===== src/hdl/tmz_consts.svh =====
// Constants for the eight-bit timer with shared prescaler
`ifndef TMZ_CONSTS_SVH
`define TMZ_CONSTS_SVH
// ----------------------------------------------------------------
// Register byte addresses
// ----------------------------------------------------------------
`define TMZ_ADDR_COUNT 12'h000
`define TMZ_ADDR_OPTION 12'h004
`define TMZ_ADDR_STATUS 12'h008
`define TMZ_ADDR_IRQ_EN 12'h00c
`define TMZ_ADDR_IRQ_CLR 12'h010
`define TMZ_ADDR_CTRL 12'h014
// ----------------------------------------------------------------
// Field positions and reset values
// ----------------------------------------------------------------
`define TMZ_OPT_SRC_BIT 5
`define TMZ_OPT_EDGE_BIT 4
`define TMZ_OPT_PSA_BIT 3
`define TMZ_OPT_RESET 8'hff
`define TMZ_COUNT_RESET 8'h00
`define TMZ_CTRL_SLEEP_BIT 0
`define TMZ_CTRL_WDTCLR_BIT 1
// ----------------------------------------------------------------
// Timing
// ----------------------------------------------------------------
`define TMZ_QDIV 4
`define TMZ_WRITE_HOLD 2
`endif


===== src/hdl/tmz_pkg.sv =====
// Types for the eight-bit timer with shared prescaler
package tmz_pkg;
    // Option word: bit 5 source, bit 4 edge, bit 3 assignment, bits 2:0 ratio
    typedef struct packed {
        logic [1:0] rsvd;
        logic src_sel;
        logic edge_sel;
        logic prescaler_assign_bit;
        logic [2:0] ratio;
    } tmz_opt_t;
    typedef enum logic [1:0] {
        TMZ_Q1 = 2'b00,
        TMZ_Q2 = 2'b01,
        TMZ_Q3 = 2'b10,
        TMZ_Q4 = 2'b11
    } tmz_phase_t;
    typedef struct packed {
        logic [11:0] addr;
        logic write;
    } tmz_req_t;
endpackage


===== src/hdl/tmz_timer.sv =====
// Eight-bit timer/counter with AHB-Lite registers and shared prescaler
// How it works
// - Eight-bit count register, software readable/writable
// - Timer mode counts each instruction cycle
// - Count write holds increments two cycles
// - Counter mode counts external input edges
// - Prescaler serves timer or watchdog only
// - Eight timer ratios, 1:2 to 1:256
// - Undivided rate only when prescaler on watchdog
// - Prescaler count hidden from software
// - Count write clears timer-assigned prescaler
// - Watchdog clear clears watchdog-assigned prescaler
// - Rollover to zero sets overflow flag
// - Interrupt only when overflow enable set
// - Sleep freezes the counter
// - External input synchronized on Q2/Q4 only when prescaler on timer
`timescale 1ns/10ps
`include "tmz_consts.svh"
module tmz_timer (
    input wire logic CORE_CLK,
    input wire logic SYS_RST,
    input wire logic HSEL,
    input wire logic [31:0] HADDR,
    input wire logic [1:0] HTRANS,
    input wire logic HWRITE,
    input wire logic [2:0] HSIZE,
    input wire logic [31:0] HWDATA,
    input wire logic HREADY,
    output logic [31:0] HRDATA,
    output logic HREADYOUT,
    output logic HRESP,
    input wire logic EXT_COUNT_INPUT,
    output logic IRQ,
    output logic [7:0] TIMER_COUNT_VALUE,
    output logic PRESCALE_TO_WATCHDOG
);
    import tmz_pkg::*;
    // ----------------------------------------------------------------
    // Phase clocks
    // ----------------------------------------------------------------
    tmz_phase_t phase;
    logic q2_pulse;
    logic q4_pulse;
    tmz_phase u_phase (
        .CORE_CLK(CORE_CLK),
        .SYS_RST(SYS_RST),
        .phase(phase),
        .q2_pulse(q2_pulse),
        .q4_pulse(q4_pulse)
    );
    // ----------------------------------------------------------------
    // Register state
    // ----------------------------------------------------------------
    logic [7:0] count_ff;
    logic [7:0] nxt_count;
    tmz_opt_t opt_ff;
    tmz_opt_t nxt_opt;
    logic ovf_ff;
    logic nxt_ovf;
    logic ovf_en_ff;
    logic nxt_ovf_en;
    logic sleep_ff;
    logic nxt_sleep;
    logic [1:0] hold_ff;
    logic [1:0] nxt_hold;
    logic ext_ff;
    logic ext_prev_ff;
    logic pre_q2_ff;
    logic pre_sync_ff;
    logic pre_sync_prev_ff;
    logic irq_ff;
    logic [31:0] rdata_ff;
    logic [31:0] nxt_rdata;
    tmz_req_t req_ff;
    logic req_valid_ff;
    // ----------------------------------------------------------------
    // AHB-Lite address phase capture
    // ----------------------------------------------------------------
    wire addr_take = HSEL & HREADY & HTRANS[1];
    always_ff @(posedge CORE_CLK) begin
        if (SYS_RST) begin
            req_valid_ff <= 1'b0;
            req_ff <= '0;
        end else begin
            req_valid_ff <= addr_take;
            req_ff <= addr_take ? tmz_req_t'({HADDR[11:0], HWRITE}) : req_ff;
        end
    end
    // Data phase decode
    wire wr = req_valid_ff & req_ff.write;
    wire wr_count = wr & (req_ff.addr == `TMZ_ADDR_COUNT);
    wire wr_opt = wr & (req_ff.addr == `TMZ_ADDR_OPTION);
    wire wr_en = wr & (req_ff.addr == `TMZ_ADDR_IRQ_EN);
    wire wr_clr = wr & (req_ff.addr == `TMZ_ADDR_IRQ_CLR);
    wire wr_ctrl = wr & (req_ff.addr == `TMZ_ADDR_CTRL);
    wire wdt_clear = wr_ctrl & HWDATA[`TMZ_CTRL_WDTCLR_BIT];
    // ----------------------------------------------------------------
    // Count source and prescaler
    // ----------------------------------------------------------------
    wire prescaler_assign_bit = opt_ff.prescaler_assign_bit;
    wire cycle_tick = q4_pulse & ~sleep_ff;
    // Counter mode: edge on the external input, polarity by edge select
    wire ext_rise = ext_ff & ~ext_prev_ff;
    wire ext_fall = ~ext_ff & ext_prev_ff;
    wire ext_edge = opt_ff.edge_sel ? ext_fall : ext_rise;
    wire src_tick = opt_ff.src_sel ? ext_edge : cycle_tick;
    // Prescaler cleared by count writes on timer, by watchdog clear otherwise
    wire pre_clear = prescaler_assign_bit ? wdt_clear : wr_count;
    logic pre_out;
    tmz_prescaler u_pre (
        .CORE_CLK(CORE_CLK),
        .SYS_RST(SYS_RST),
        .tick(src_tick & ~sleep_ff),
        .clear(pre_clear),
        .ratio(opt_ff.ratio),
        .out_bit(pre_out)
    );
    // Prescaler output sampled on Q2, passed on at Q4 in counter mode
    wire pre_rise = pre_sync_ff & ~pre_sync_prev_ff;
    wire pre_edge_cnt = pre_rise & q4_pulse;
    // Prescaler rising edge in timer mode appears once per full period
    wire pre_edge_tmr = pre_out & ~pre_sync_prev_ff & cycle_tick;
    wire pre_tick = opt_ff.src_sel ? pre_edge_cnt : pre_edge_tmr;
    // Watchdog-assigned prescaler leaves the timer at 1:1
    wire inc_req = prescaler_assign_bit ? src_tick : pre_tick;
    wire inc = inc_req & ~sleep_ff & (hold_ff == 2'h0) & ~wr_count;
    // ----------------------------------------------------------------
    // Next-state logic
    // ----------------------------------------------------------------
    assign nxt_count = wr_count ? HWDATA[7:0] : (inc ? count_ff + 8'h01 : count_ff);
    wire rollover = inc & (count_ff == 8'hff);
    // Hold counts instruction cycles after a count write
    assign nxt_hold = wr_count ? 2'(`TMZ_WRITE_HOLD) :
        ((hold_ff != 2'h0) && cycle_tick ? hold_ff - 2'h1 : hold_ff);
    assign nxt_opt = wr_opt ? tmz_opt_t'(HWDATA[7:0]) : opt_ff;
    // Set wins over clear on the same cycle
    assign nxt_ovf = rollover | (ovf_ff & ~(wr_clr & HWDATA[0]));
    assign nxt_ovf_en = wr_en ? HWDATA[0] : ovf_en_ff;
    assign nxt_sleep = wr_ctrl ? HWDATA[`TMZ_CTRL_SLEEP_BIT] : sleep_ff;
    // ----------------------------------------------------------------
    // Read mux; prescaler count has no address
    // ----------------------------------------------------------------
    wire rd_take = addr_take & ~HWRITE;
    wire [11:0] rd_addr = HADDR[11:0];
    assign nxt_rdata = !rd_take ? rdata_ff :
        (rd_addr == `TMZ_ADDR_COUNT) ? {24'h000000, nxt_count} :
        (rd_addr == `TMZ_ADDR_OPTION) ? {24'h000000, nxt_opt} :
        (rd_addr == `TMZ_ADDR_STATUS) ? {31'h00000000, nxt_ovf} :
        (rd_addr == `TMZ_ADDR_IRQ_EN) ? {31'h00000000, nxt_ovf_en} :
        (rd_addr == `TMZ_ADDR_CTRL) ? {31'h00000000, nxt_sleep} :
        32'h00000000;
    // ----------------------------------------------------------------
    // Registers
    // ----------------------------------------------------------------
    always_ff @(posedge CORE_CLK) begin
        if (SYS_RST) begin
            count_ff <= `TMZ_COUNT_RESET;
            opt_ff <= tmz_opt_t'(`TMZ_OPT_RESET);
            ovf_ff <= 1'b0;
            ovf_en_ff <= 1'b0;
            sleep_ff <= 1'b0;
            hold_ff <= 2'h0;
            rdata_ff <= 32'h00000000;
        end else begin
            count_ff <= nxt_count;
            opt_ff <= nxt_opt;
            ovf_ff <= nxt_ovf;
            ovf_en_ff <= nxt_ovf_en;
            sleep_ff <= nxt_sleep;
            hold_ff <= nxt_hold;
            rdata_ff <= nxt_rdata;
        end
    end
    // Input and prescaler sampling; the Q2 sampler feeds only the Q4 sampler
    always_ff @(posedge CORE_CLK) begin
        if (SYS_RST) begin
            ext_ff <= 1'b0;
            ext_prev_ff <= 1'b0;
            pre_q2_ff <= 1'b0;
            pre_sync_ff <= 1'b0;
            pre_sync_prev_ff <= 1'b0;
        end else begin
            ext_ff <= EXT_COUNT_INPUT;
            ext_prev_ff <= ext_ff;
            pre_q2_ff <= q2_pulse ? pre_out : pre_q2_ff;
            pre_sync_ff <= q4_pulse ? pre_q2_ff : pre_sync_ff;
            pre_sync_prev_ff <= opt_ff.src_sel ? (q4_pulse ? pre_sync_ff : pre_sync_prev_ff) :
                (cycle_tick ? pre_out : pre_sync_prev_ff);
        end
    end
    // Interrupt level from the enabled overflow flag
    always_ff @(posedge CORE_CLK) begin
        if (SYS_RST) begin
            irq_ff <= 1'b0;
        end else begin
            irq_ff <= nxt_ovf & nxt_ovf_en;
        end
    end
    // ----------------------------------------------------------------
    // Outputs
    // ----------------------------------------------------------------
    assign HRDATA = rdata_ff;
    assign HREADYOUT = 1'b1;
    assign HRESP = 1'b0;
    assign IRQ = irq_ff;
    assign TIMER_COUNT_VALUE = count_ff;
    assign PRESCALE_TO_WATCHDOG = opt_ff.prescaler_assign_bit;
endmodule


===== src/hdl/tmz_phase.sv =====
// Instruction cycle phase generator
`timescale 1ns/10ps
`include "tmz_consts.svh"
module tmz_phase (
    input wire logic CORE_CLK,
    input wire logic SYS_RST,
    output tmz_pkg::tmz_phase_t phase,
    output logic q2_pulse,
    output logic q4_pulse
);
    import tmz_pkg::*;
    tmz_phase_t phase_ff;
    tmz_phase_t nxt_phase;
    // Next phase and decoded phase strobes
    assign nxt_phase = tmz_phase_t'(phase_ff + 2'h1);
    assign phase = phase_ff;
    assign q2_pulse = (phase_ff == TMZ_Q2);
    assign q4_pulse = (phase_ff == TMZ_Q4);
    // Four phases per instruction cycle
    always_ff @(posedge CORE_CLK) begin
        if (SYS_RST) begin
            phase_ff <= TMZ_Q1;
        end else begin
            phase_ff <= nxt_phase;
        end
    end
endmodule


===== src/hdl/tmz_prescaler.sv =====
// Shared eight-bit prescaler with ratio select
`timescale 1ns/10ps
`include "tmz_consts.svh"
module tmz_prescaler (
    input wire logic CORE_CLK,
    input wire logic SYS_RST,
    input wire logic tick,
    input wire logic clear,
    input wire logic [2:0] ratio,
    output logic out_bit
);
    import tmz_pkg::*;
    logic [7:0] pre_ff;
    logic [7:0] nxt_pre;
    // Hidden count; no software path reads or writes it
    assign nxt_pre = clear ? 8'h00 : (tick ? pre_ff + 8'h01 : pre_ff);
    // Bit n toggles at 1:2^(n+1), so its level is the divided clock
    assign out_bit = pre_ff[ratio];
    always_ff @(posedge CORE_CLK) begin
        if (SYS_RST) begin
            pre_ff <= 8'h00;
        end else begin
            pre_ff <= nxt_pre;
        end
    end
endmodule


===== config.mk =====
export PLATFORM = sky130hd
export DESIGN_NAME = tmz_timer
export DESIGN_NICKNAME = d
export VERILOG_FILES = /design/src/hdl/tmz_pkg.sv /design/src/hdl/tmz_timer.sv /design/src/hdl/tmz_phase.sv /design/src/hdl/tmz_prescaler.sv
export VERILOG_INCLUDE_DIRS = /design/src /design/src/hdl
export SDC_FILE = /design/constraint.sdc
export NUM_CORES = 1
export LEC_CHECK = 0
export BUFFER_PORTS_ARGS = -buffer_cell sky130_fd_sc_hd__buf_2
export CORE_MARGIN = 5
export CORE_UTILIZATION = 35
export DETAILED_ROUTE_END_ITERATION = 10
export PLACE_DENSITY = 0.63
export SLEW_MARGIN = 20
export SYNTH_ARGS = -nofsm -noshare
export SYNTH_HDL_FRONTEND = slang
export SYNTH_HIERARCHICAL = 1
export SYNTH_SLANG_ARGS = --single-unit

===== constraint.sdc =====
create_clock -name CORE_CLK -period 3.1 [get_ports CORE_CLK]
set_input_delay 0.62 -clock CORE_CLK [delete_from_list [all_inputs] [get_ports CORE_CLK]]
set_output_delay 0.62 -clock CORE_CLK [all_outputs]
set_load 0.1 [all_outputs]

==> impl_metrics.env, run 1 <==
export IMPL_route_detailed_drc=0
export IMPL_drv_slew=0
export IMPL_syn_to_final_growth_pct=16.0
export IMPL_drt_wl_total_mm=7.29
export IMPL_critPathRequiredTime_ns=3.29
export IMPL_nFillCells=881
export IMPL_holdBufCountCts=0
export IMPL_synth_area_um2=3050
export IMPL_criticalPathCategory="reg2reg"
export IMPL_dpl_hpwl_mm=5.41
export IMPL_io_buffers=44
export IMPL_ys_seq_area_frac=0.388
export IMPL_final_hold_viol_count=0
export IMPL_tightest_slew_ns=0.666
export IMPL_p_total_mw=1.91
export IMPL_setup_tns_ns=0
export IMPL_fin_crit_sh=0.930
export IMPL_synth_area_leaders="dfxtp_1 (39%), buf_4 (6.4%), mux2i_1 (4.9%), nor2_1 (4.8%), nand2_1 (3.9%)"
export IMPL_core_um2=8590
export IMPL_viasPerCell=5.02
export IMPL_path_clk_slew_ns=0.07
export IMPL_vias=2578
export IMPL_track_usage=0.142
export IMPL_powerDensity_nw_per_um2=540
export IMPL_crit_path_max_fanout=4
export IMPL_status="completed"
export IMPL_p_leak_nw=1.39
export IMPL_rr_endpoint="HRDATA[0]"
export IMPL_clock_sinks=59
export IMPL_final_cell_mix="dfxtp_1 (59), buf_2 (44), nor2_1 (39)"
export IMPL_setup_violations=0
export IMPL_hold_path_end="req_ff[12]"
export IMPL_gp_congestion=0.787
export IMPL_r2r_start="opt_ff[0]"
export IMPL_crit_start="opt_ff[0]"
export IMPL_yosysTopAreaCell="dfxtp_1"
export IMPL_ant_nets=0
export IMPL_final_common_cell="dfxtp_1"
export IMPL_numCtsBuffers=9
export IMPL_start_util=0.355
export IMPL_drtIter0Drc=93
export IMPL_ys_async_sr_fraction=0
export IMPL_root_buffer="clkbuf_8"
export IMPL_min_path_type="reg2reg"
export IMPL_cts_tree="yes"
export IMPL_instances_no_fill=514
export IMPL_rsz0062_at_grt="no"
export IMPL_synth_edf_count=0
export IMPL_grt_max_degree=27
export IMPL_vdd_ir_drop_max_v=0.000171
export IMPL_boundaryPins=119
export IMPL_postCtsSetupBuffers=0
export IMPL_period_needed_ns=2.88
export IMPL_cts_repair_resized=0
export IMPL_worst_slack_ns=0.217
export IMPL_clkLatencyLatePin_ns=0.33
export IMPL_overflow=0
export IMPL_dieArea_um2=10700
export IMPL_whs_path_depth=2
export IMPL_r2r_slack_ns=0.22
export IMPL_antenna_cells=0
export IMPL_first_global_vias=2394
export IMPL_hold_start="req_ff[12]"
export IMPL_syn_inst=356
export IMPL_ys_flop_type="dfxtp_1"
export IMPL_drv_cap=0
export IMPL_synth_seq_cells=59
export IMPL_max_freq_ghz=0.347
export IMPL_chipWidth_um=103
export IMPL_dp_cells=498
export IMPL_grt_pass1_wl_mm=11.7
export IMPL_skew_ns=0.00885
export IMPL_die_h_um=103
export IMPL_yosys_warnings=6
export IMPL_yosysUniqueCellTypes=54
export IMPL_wl_per_cell_um=14.2
export IMPL_synth_top_area_frac=0.388
export IMPL_nets=481
export IMPL_crit_path_end_kind="flip-flop"
export IMPL_first_pass_iters=4
export IMPL_dpl_worst_slack_ns=0.261
export IMPL_cp_arrival_ns=3.07
export IMPL_setup_worst_path_start_class="flip-flop"
export IMPL_slew_limit_headroom=0.545
export IMPL_std_cell_rows=34
export IMPL_drive_gt1_frac=0.187
export IMPL_r2r_worst_path_cells=8
export IMPL_synth_area_per_cell_um2=8.56
export IMPL_htree_levels=3
export IMPL_cts_max_path_buffers=2
export IMPL_antenna_found_initial=0
-- Yosys cell counts, drive strengths merged (2+ instances only) --
| cell type | instances |
|---|---|
| o21a | 3 |
| a311oi | 5 |
| ha | 5 |
| nand3 | 10 |
| a211oi | 12 |
| or3 | 8 |
| clkbuf | 13 |
| a21oi | 22 |
| nand2b | 13 |
| o21ai | 13 |
| o21bai | 3 |
| nand2 | 32 |
| nor3 | 7 |
| mux2i | 15 |
| nor2 | 39 |
| inv | 7 |
| mux4 | 2 |
| o31ai | 2 |
| xor2 | 3 |
| dfxtp | 59 |
| or4 | 4 |
| nor4 | 7 |
| or4b | 2 |
| nand3b | 3 |
| o31a | 4 |
| xnor2 | 4 |
| nand4 | 5 |
| buf | 31 |
| and2 | 2 |
| and3 | 2 |
| nor2b | 3 |
| or3b | 2 |
| conb | 2 |
-- logic make-up after synthesis --
group | Yosys count | share of synthesized area
compound gates | 70 | 0.150
xor+xnor | 7 | 0.0201
fa+ha+maj | 5 | 0.0205
buf+inv | 51 | 0.0986
flops | 59 | 0.388
mux | 18 | 0.0715
other cells | 2 | 0.00246
simple gates | 144 | 0.249
-- metrics by stage --
step | area (µm²) | util | hold slack [ns]
floorplan | 3140 | - | 0.421
global placement | 3290 | 0.383 | 0.433
global route | 3530 | 0.411 | 0.481
finish | 3530 | 0.411 | 0.453
detailed placement | 3290 | 0.383 | 0.445
CTS | 3530 | 0.411 | 0.455
-- final cells by class --
class                   count  area [µm²]  area share
clock buffers              11         141      0.0400
inverters                   7        26.3     0.00743
multi-input cells         270        1660       0.468
well taps                 108         135      0.0382
flip-flops and latches     59        1180       0.334
repair buffers             54         295      0.0835
clock inverters             5         100      0.0283
-- critical path, cell delays in order (launching register included) --
cell and delay (ns):
dfxtp_1 0.41, mux4_1 0.59, mux2_4 0.29, mux2i_1 0.15, nor3_1 0.07, a31oi_1 0.37, xnor2_1 0.16, a2111oi_0 0.67
a211oi_2 0.05
-- registers in the layout (all words and copies together) (netlist names) --
name                  cells
pre_q2_ff                 1
req_ff                   13
HRDATA                    8
ovf_en_ff                 1
u_pre/pre_ff              8
req_valid_ff              1
ext_prev_ff               1
opt_ff                    7
pre_sync_prev_ff          1
hold_ff                   2
PRESCALE_TO_WATCHDOG      1
pre_sync_ff               1
u_phase/phase             2
ovf_ff                    1
sleep_ff                  1
ext_ff                    1
TIMER_COUNT_VALUE         8
IRQ                       1
-- per-layer routing --
metal,track usage,part of all wire,up-vias
met1,0.173,0.44,1199
li1,-,-,1308
met2,0.240,0.49,64
met4,0.0558,0.015,0
met3,0.0362,0.052,7
met5,0,0,-
-- power breakdown --
group / internal (mW) / switching (mW) / total (mW)
clock: 0.554 / 0.299 / 0.853
sequential: 0.774 / 0.0117 / 0.785
combinational: 0.0448 / 0.227 / 0.272
total: 1.37 / 0.538 / 1.91
-- how the worst max path moves through the flow --
| stage | end | slack [ns] | cells after the start |
|---|---|---|---|
| after global routing | HRDATA[0] | 0.05 | 8 |
| after global placement | HRDATA[0] | 0.30 | 8 |
| after detailed placement | HRDATA[0] | 0.26 | 8 |
| final | HRDATA[0] | 0.22 | 8 |
| after CTS | HRDATA[0] | 0.21 | 8 |
| after floorplan | HRDATA[0] | 0.50 | 9 |
(Power assumes the default switching activity.)
==> run 2, diff against run 1 <==
--- a/config.mk
+++ b/config.mk
@@ -7,6 +7,7 @@
 export NUM_CORES = 1
 export LEC_CHECK = 0
 export BUFFER_PORTS_ARGS = -buffer_cell sky130_fd_sc_hd__buf_2
+export CORE_ASPECT_RATIO = 1.1
 export CORE_MARGIN = 5
 export CORE_UTILIZATION = 35
 export DETAILED_ROUTE_END_ITERATION = 10
==> constraint.sdc (replaced) <==
create_clock -name CORE_CLK -period 3.3 [get_ports CORE_CLK]
set_input_delay 0.66 -clock CORE_CLK [delete_from_list [all_inputs] [get_ports CORE_CLK]]
set_output_delay 0.66 -clock CORE_CLK [all_outputs]
set_load 0.1 [all_outputs]
==> run 2 against run 1 <==
  * Hold slack improved by 0.0037 ns
  * Sequential power fell by 6.0%
  * Clock skew rose by 0.00093 ns
  * Sequential share of layout area rose by 0.64 points
  * Die area barely moved
  * Total power fell by 14%
  * Cell count did not move
  * Largest cell class unchanged
==> impl_metrics.env, run 2 (synthesis results as in run 1) <==
export IMPL_core_um2=8450
export IMPL_crit_slowest_cell="mux4_1"
export IMPL_tightest_slew_ns=0.764
export IMPL_clkLatencyLatePin_ns=0.34
export IMPL_rr_endpoint="HRDATA[0]"
export IMPL_chipWidth_um=99.0
export IMPL_htree_levels=3
export IMPL_dpl_hpwl_mm=5.30
export IMPL_largest_register="req_ff"
export IMPL_route_detailed_drc=0
export IMPL_rsz0062_at_grt="no"
export IMPL_period_needed_ns=2.65
export IMPL_final_cell_mix="dfxtp_1 (59), buf_2 (44), nor2_1 (39)"
export IMPL_numCtsBuffers=9
export IMPL_powerDensity_nw_per_um2=472
export IMPL_syn_to_final_growth_pct=13.8
export IMPL_drive_gt1_frac=0.181
export IMPL_critPathRequiredTime_ns=3.49
export IMPL_min_path_type="reg2reg"
export IMPL_max_freq_ghz=0.377
export IMPL_top_layer="met4"
export IMPL_path_cells="mux4_1 > mux2_4 > mux2i_1 > nor3_1 > a31oi_1 > buf_4 > o21bai_1 > o32ai_1 > a211oi_2"
export IMPL_slew_limit_headroom=0.487
export IMPL_drtIter0Drc=98
export IMPL_whs_path_depth=1
export IMPL_path_clk_slew_ns=0.06
export IMPL_wl_met2_mm=3.44
export IMPL_r2r_slack_ns=0.65
export IMPL_drt_wl_total_mm=7.09
export IMPL_cts_repair_resized=0
export IMPL_final_common_cell="dfxtp_1"
export IMPL_vias=2579
export IMPL_root_buffer="clkbuf_8"
export IMPL_die_h_um=108
export IMPL_fin_crit_sh=0.804
export IMPL_nets=478
export IMPL_p_leak_nw=1.35
export IMPL_skew_ns=0.00979
export IMPL_crit_family="multiplexers"
export IMPL_vdd_ir_drop_max_v=0.000308
export IMPL_criticalPathCategory="reg2reg"
export IMPL_overflow=0
export IMPL_wl_met1_mm=3.07
export IMPL_crit_path_max_fanout=13
export IMPL_start_util=0.360
export IMPL_max_stage_delay_ns=0.56
export IMPL_nFillCells=855
export IMPL_viasPerCell=5.02
export IMPL_drv_cap=0
export IMPL_setup_violations=0
export IMPL_postCtsSetupBuffers=0
export IMPL_fin_util=0.410
export IMPL_track_usage=0.136
export IMPL_wl_met3_um=496
export IMPL_boundaryPins=119
export IMPL_r2r_start="opt_ff[0]"
export IMPL_dieArea_um2=10700
export IMPL_status="completed"
export IMPL_holdBufCountCts=0
export IMPL_std_cell_rows=35
export IMPL_hold_start="u_phase/phase[0]"
export IMPL_gp_congestion=0.819
export IMPL_antenna_found_initial=0
export IMPL_cts_max_path_buffers=2
export IMPL_setup_worst_path_start_class="flip-flop"
export IMPL_setup_tns_ns=0
export IMPL_drv_slew=0
export IMPL_grt_max_degree=37
export IMPL_clock_sinks=59
export IMPL_cts_tree="yes"
export IMPL_cp_arrival_ns=2.84
export IMPL_antenna_cells=0
export IMPL_grt_pass1_wl_mm=11.7
export IMPL_first_global_vias=2457
export IMPL_io_buffers=44
export IMPL_critical_path_buf_inv_count=1
export IMPL_wl_per_cell_um=13.8
export IMPL_r2r_worst_path_cells=9
export IMPL_hold_ws_ns=0.457
export IMPL_crit_path_end_kind="flip-flop"
export IMPL_ant_nets=0
export IMPL_final_hold_viol_count=0
export IMPL_largest_reg_flops=13
export IMPL_hold_path_end="u_phase/phase[0]"
export IMPL_first_pass_iters=4
## run 2: changes by cell type in the layout (fill, tap and decap cells not counted)
| cell | before | now |
|---|---|---|
| buf_4 | 10 | 7 |
| clkinv_2 | 2 | 3 |
| clkinvlp_4 | 0 | 1 |
| bufinv_16 | 3 | 1 |
## run 2: per-layer routing
layer	up-vias	GRT usage
met5	-	0
met4	0	0.0439
met3	8	0.0493
met2	82	0.220
met1	1194	0.168
li1	1295	-
## run 2: cell type report
| class | count | area, µm² | area share |
|---|---|---|---|
| clock inverters | 5 | 52.6 | 0.0152 |
| multi-input cells | 270 | 1660 | 0.477 |
| clock buffers | 11 | 141 | 0.0408 |
| flip-flops and latches | 59 | 1180 | 0.341 |
| inverters | 7 | 26.3 | 0.00758 |
| well taps | 111 | 139 | 0.0400 |
| repair buffers | 51 | 273 | 0.0786 |
## run 2: how the worst max path moves through the flow
stage	from	endpoint	slack [ns]	cells past startpoint
6_report	opt_ff[0]	HRDATA[0]	0.65	9
5_1_grt	opt_ff[0]	HRDATA[0]	0.41	9
4_1_cts	opt_ff[0]	HRDATA[0]	0.62	9
3_5_place_dp	HADDR[7]	HRDATA[4]	0.61	7
3_3_place_gp	HADDR[7]	HRDATA[0]	0.62	6
2_1_floorplan	opt_ff[0]	HRDATA[0]	0.70	9
## run 2: through the flow
| step | cells | power (mW) | setup slack, ns | instance area (µm²) |
|---|---|---|---|---|
| floorplan | 380 | 0.988 | 0.702 | 3140 |
| global placement | 498 | 1.00 | 0.624 | 3270 |
| detailed placement | 498 | 1.00 | 0.606 | 3270 |
| CTS | 514 | 1.66 | 0.619 | 3470 |
| global route | 514 | 1.70 | 0.414 | 3470 |
| finish | 514 | 1.64 | 0.648 | 3470 |
## run 2: power breakdown
part           leakage (nW)  total [mW]  internal (mW)  switching [mW]
Sequential            0.478       0.738          0.727          0.0113
Combinational         0.775       0.251         0.0400           0.211
Clock                0.0991       0.649          0.365           0.284
Total                  1.35        1.64           1.13           0.506
## run 2: worst reg2reg max path: cells and delay by family, from the launching register on
family	cells	cell delay, ns
flip-flops	1	0.39
AND/OR/NAND/NOR	1	0.07
buffers and inverters	1	0.23
AO/OA/AOI/OAI	4	0.84
multiplexers	3	0.98
==> run 3, diff against run 2 <==
--- a/config.mk
+++ b/config.mk
@@ -11,7 +11,7 @@
 export CORE_MARGIN = 5
 export CORE_UTILIZATION = 35
 export DETAILED_ROUTE_END_ITERATION = 10
-export PLACE_DENSITY = 0.63
+export PLACE_DENSITY = 0.65
 export SLEW_MARGIN = 20
 export SYNTH_ARGS = -nofsm -noshare
 export SYNTH_HDL_FRONTEND = slang
==> constraint.sdc (replaced) <==
create_clock -name CORE_CLK -period 2.3 [get_ports CORE_CLK]
set_input_delay 0.46 -clock CORE_CLK [delete_from_list [all_inputs] [get_ports CORE_CLK]]
set_output_delay 0.46 -clock CORE_CLK [all_outputs]
set_load 0.1 [all_outputs]
==> run 3 against run 2 <==
  * The flow now finishes with violations (setup timing)
  * Highest routed layer unchanged
  * Setup slack got worse by 0.72 ns
  * Count of clock-buffer cells in the layout increased by 4
  * Largest power group unchanged
  * Fmax increased by 12%
  * Via count increased by 5.0%
  * Global-route usage increased by 0.67 points
  * Combinational power increased by 54%
  * Clock skew decreased by 0.0032 ns
==> impl_metrics.env, run 3 (synthesis results as in run 1) <==
export IMPL_die_h_um=108
export IMPL_cp_arrival_ns=2.61
export IMPL_setup_worst_path_start_class="flip-flop"
export IMPL_largest_reg_flops=13
export IMPL_power_frac_seq=0.451
export IMPL_path_cells="mux4_2 > mux2_4 > mux2i_1 > nor3_1 > a31oi_1 > buf_4 > mux2i_4 > a211oi_2 > o31a_1"
export IMPL_skew_ns=0.00663
export IMPL_antenna_found_initial=0
export IMPL_status="complete, but fails checks"
export IMPL_drive_gt1_frac=0.276
export IMPL_cts_max_path_buffers=2
export IMPL_final_hold_viol_count=0
export IMPL_wl_per_cell_um=13.8
export IMPL_clockPowerShare=0.384
export IMPL_boundaryPins=119
export IMPL_crit_slowest_cell="mux4_2"
export IMPL_final_cell_mix="dfxtp_1 (55), buf_2 (44), nor2_1 (39)"
export IMPL_setup_worst_path_end="HRDATA[1]"
export IMPL_gp_congestion=0.831
export IMPL_r2r_slack_ns=-0.07
export IMPL_min_path_type="in2reg"
export IMPL_grt_max_degree=23
export IMPL_std_cell_rows=35
export IMPL_rr_endpoint="HRDATA[1]"
export IMPL_first_global_vias=2657
export IMPL_fin_crit_sh=1.03
export IMPL_syn_to_final_growth_pct=25.1
export IMPL_drt_wl_total_mm=7.51
export IMPL_ant_nets=0
export IMPL_clock_sinks=59
export IMPL_root_buffer="clkbuf_8"
export IMPL_viasPerCell=4.96
export IMPL_overflow=0
export IMPL_clkLatencyLatePin_ns=0.34
export IMPL_nFillCells=826
export IMPL_r2r_start="opt_ff[0]"
export IMPL_critical_path_buf_inv_count=1
export IMPL_fin_util=0.451
export IMPL_io_buffers=44
export IMPL_setup_tns_ns=-0.136
export IMPL_period_needed_ns=2.37
export IMPL_rsz0062_at_grt="yes"
export IMPL_route_detailed_drc=0
export IMPL_cp_depth=9
export IMPL_p_leak_nw=1.51
export IMPL_critPathRequiredTime_ns=2.54
export IMPL_first_pass_iters=4
export IMPL_max_freq_ghz=0.422
export IMPL_violations="setup timing"
export IMPL_dpl_hpwl_mm=5.60
export IMPL_crit_start="opt_ff[0]"
export IMPL_vias=2707
export IMPL_drv_slew=0
export IMPL_p_sw_frac=0.307
export IMPL_crit_path_end_kind="flip-flop"
export IMPL_final_common_cell="dfxtp_1"
export IMPL_cts_tree="yes"
export IMPL_p_switching_mw=0.720
export IMPL_crit_family="multiplexers"
export IMPL_dieArea_um2=10700
export IMPL_internal_power_mw=1.62
export IMPL_worst_slack_ns=-0.0708
export IMPL_drv_cap=0
export IMPL_vdd_ir_drop_max_v=0.000421
export IMPL_dpl_worst_slack_ns=-0.114
export IMPL_r2r_worst_path_cells=9
export IMPL_p_total_mw=2.34
export IMPL_max_stage_delay_ns=0.50
export IMPL_powerDensity_nw_per_um2=615
export IMPL_chipWidth_um=99.0
export IMPL_nets=509
export IMPL_htree_levels=3
export IMPL_instances_no_fill=546
export IMPL_track_usage=0.143
export IMPL_path_clk_slew_ns=0.06
export IMPL_grt_pass1_wl_mm=12.2
export IMPL_largest_register="req_ff"
export IMPL_start_util=0.360
export IMPL_numCtsBuffers=9
export IMPL_drtIter0Drc=88
export IMPL_core_um2=8450
export IMPL_dp_cells=528
export IMPL_criticalPathCategory="reg2reg"
export IMPL_setup_violations=3
export IMPL_p_comb_frac=0.165
export IMPL_crit_path_max_fanout=8
## run 3: worst register-to-register path, cell delays in order, from the launching register on
cell and delay [ns]:
dfxtp_4 0.37, mux4_2 0.50, mux2_4 0.29, mux2i_1 0.12, nor3_1 0.06, a31oi_1 0.13, buf_4 0.21, mux2i_4 0.27
a211oi_2 0.09, o31a_1 0.24
## run 3: what timing repair did
| action | in CTS | in global routing |
|---|---|---|
| buffers inserted | 0 | 1 |
| hold buffers | 0 | 0 |
| cloned | 0 | 0 |
| gates resized for setup | 14 | 3 |
| endpoints found under the hold margin | 0 | 0 |
| pin swaps | 11 | 8 |
| setup endpoints to repair | 8 | 16 |
## run 3: area by class of cell
| class | count | area, µm² | share of cell area |
|---|---|---|---|
| clock buffers | 15 | 186 | 0.0489 |
| inverters | 7 | 26.3 | 0.00690 |
| clock inverters | 1 | 5.00 | 0.00131 |
| flip-flops and latches | 59 | 1190 | 0.312 |
| repair buffers | 82 | 531 | 0.139 |
| multi-input cells | 270 | 1730 | 0.455 |
| well taps | 111 | 139 | 0.0365 |
| diodes | 1 | 2.50 | 0.000657 |
## run 3: how the worst min path moves through the flow
stage	depth (start not counted)	start	slack, ns	endpoint
floorplan	1	u_phase/phase[0]	0.42	u_phase/phase[0]
global placement	2	req_ff[10]	0.44	req_ff[10]
detailed placement	2	req_ff[9]	0.45	req_ff[9]
CTS	2	EXT_COUNT_INPUT	0.35	ext_ff
global route	3	HADDR[9]	0.37	req_ff[10]
finish	2	EXT_COUNT_INPUT	0.36	ext_ff
## run 3: routing by layer
layer / up-vias / track usage / routed length, µm
li1: 1359 / - / -
met1: 1265 / 0.179 / 3410
met2: 71 / 0.228 / 3470
met3: 12 / 0.0447 / 522
met4: 0 / 0.0576 / 97
met5: - / 0 / 0
## run 3: stage by stage
stage          instance area [µm²]  hold slack [ns]
4_1_cts                       3790            0.348
5_1_grt                       3810            0.367
3_5_place_dp                  3530            0.445
3_3_place_gp                  3530            0.442
6_report                      3810            0.355
2_1_floorplan                 3140            0.421
## run 3: power by group through the flow
stage               registers, mW  logic (mW)  clock network, mW
floorplan                    1.12       0.300                  0
global placement             1.08       0.373                  0
detailed placement           1.08       0.376                  0
CTS                          1.06       0.383              0.925
global route                 1.06       0.405              0.973
finish                       1.06       0.386              0.900
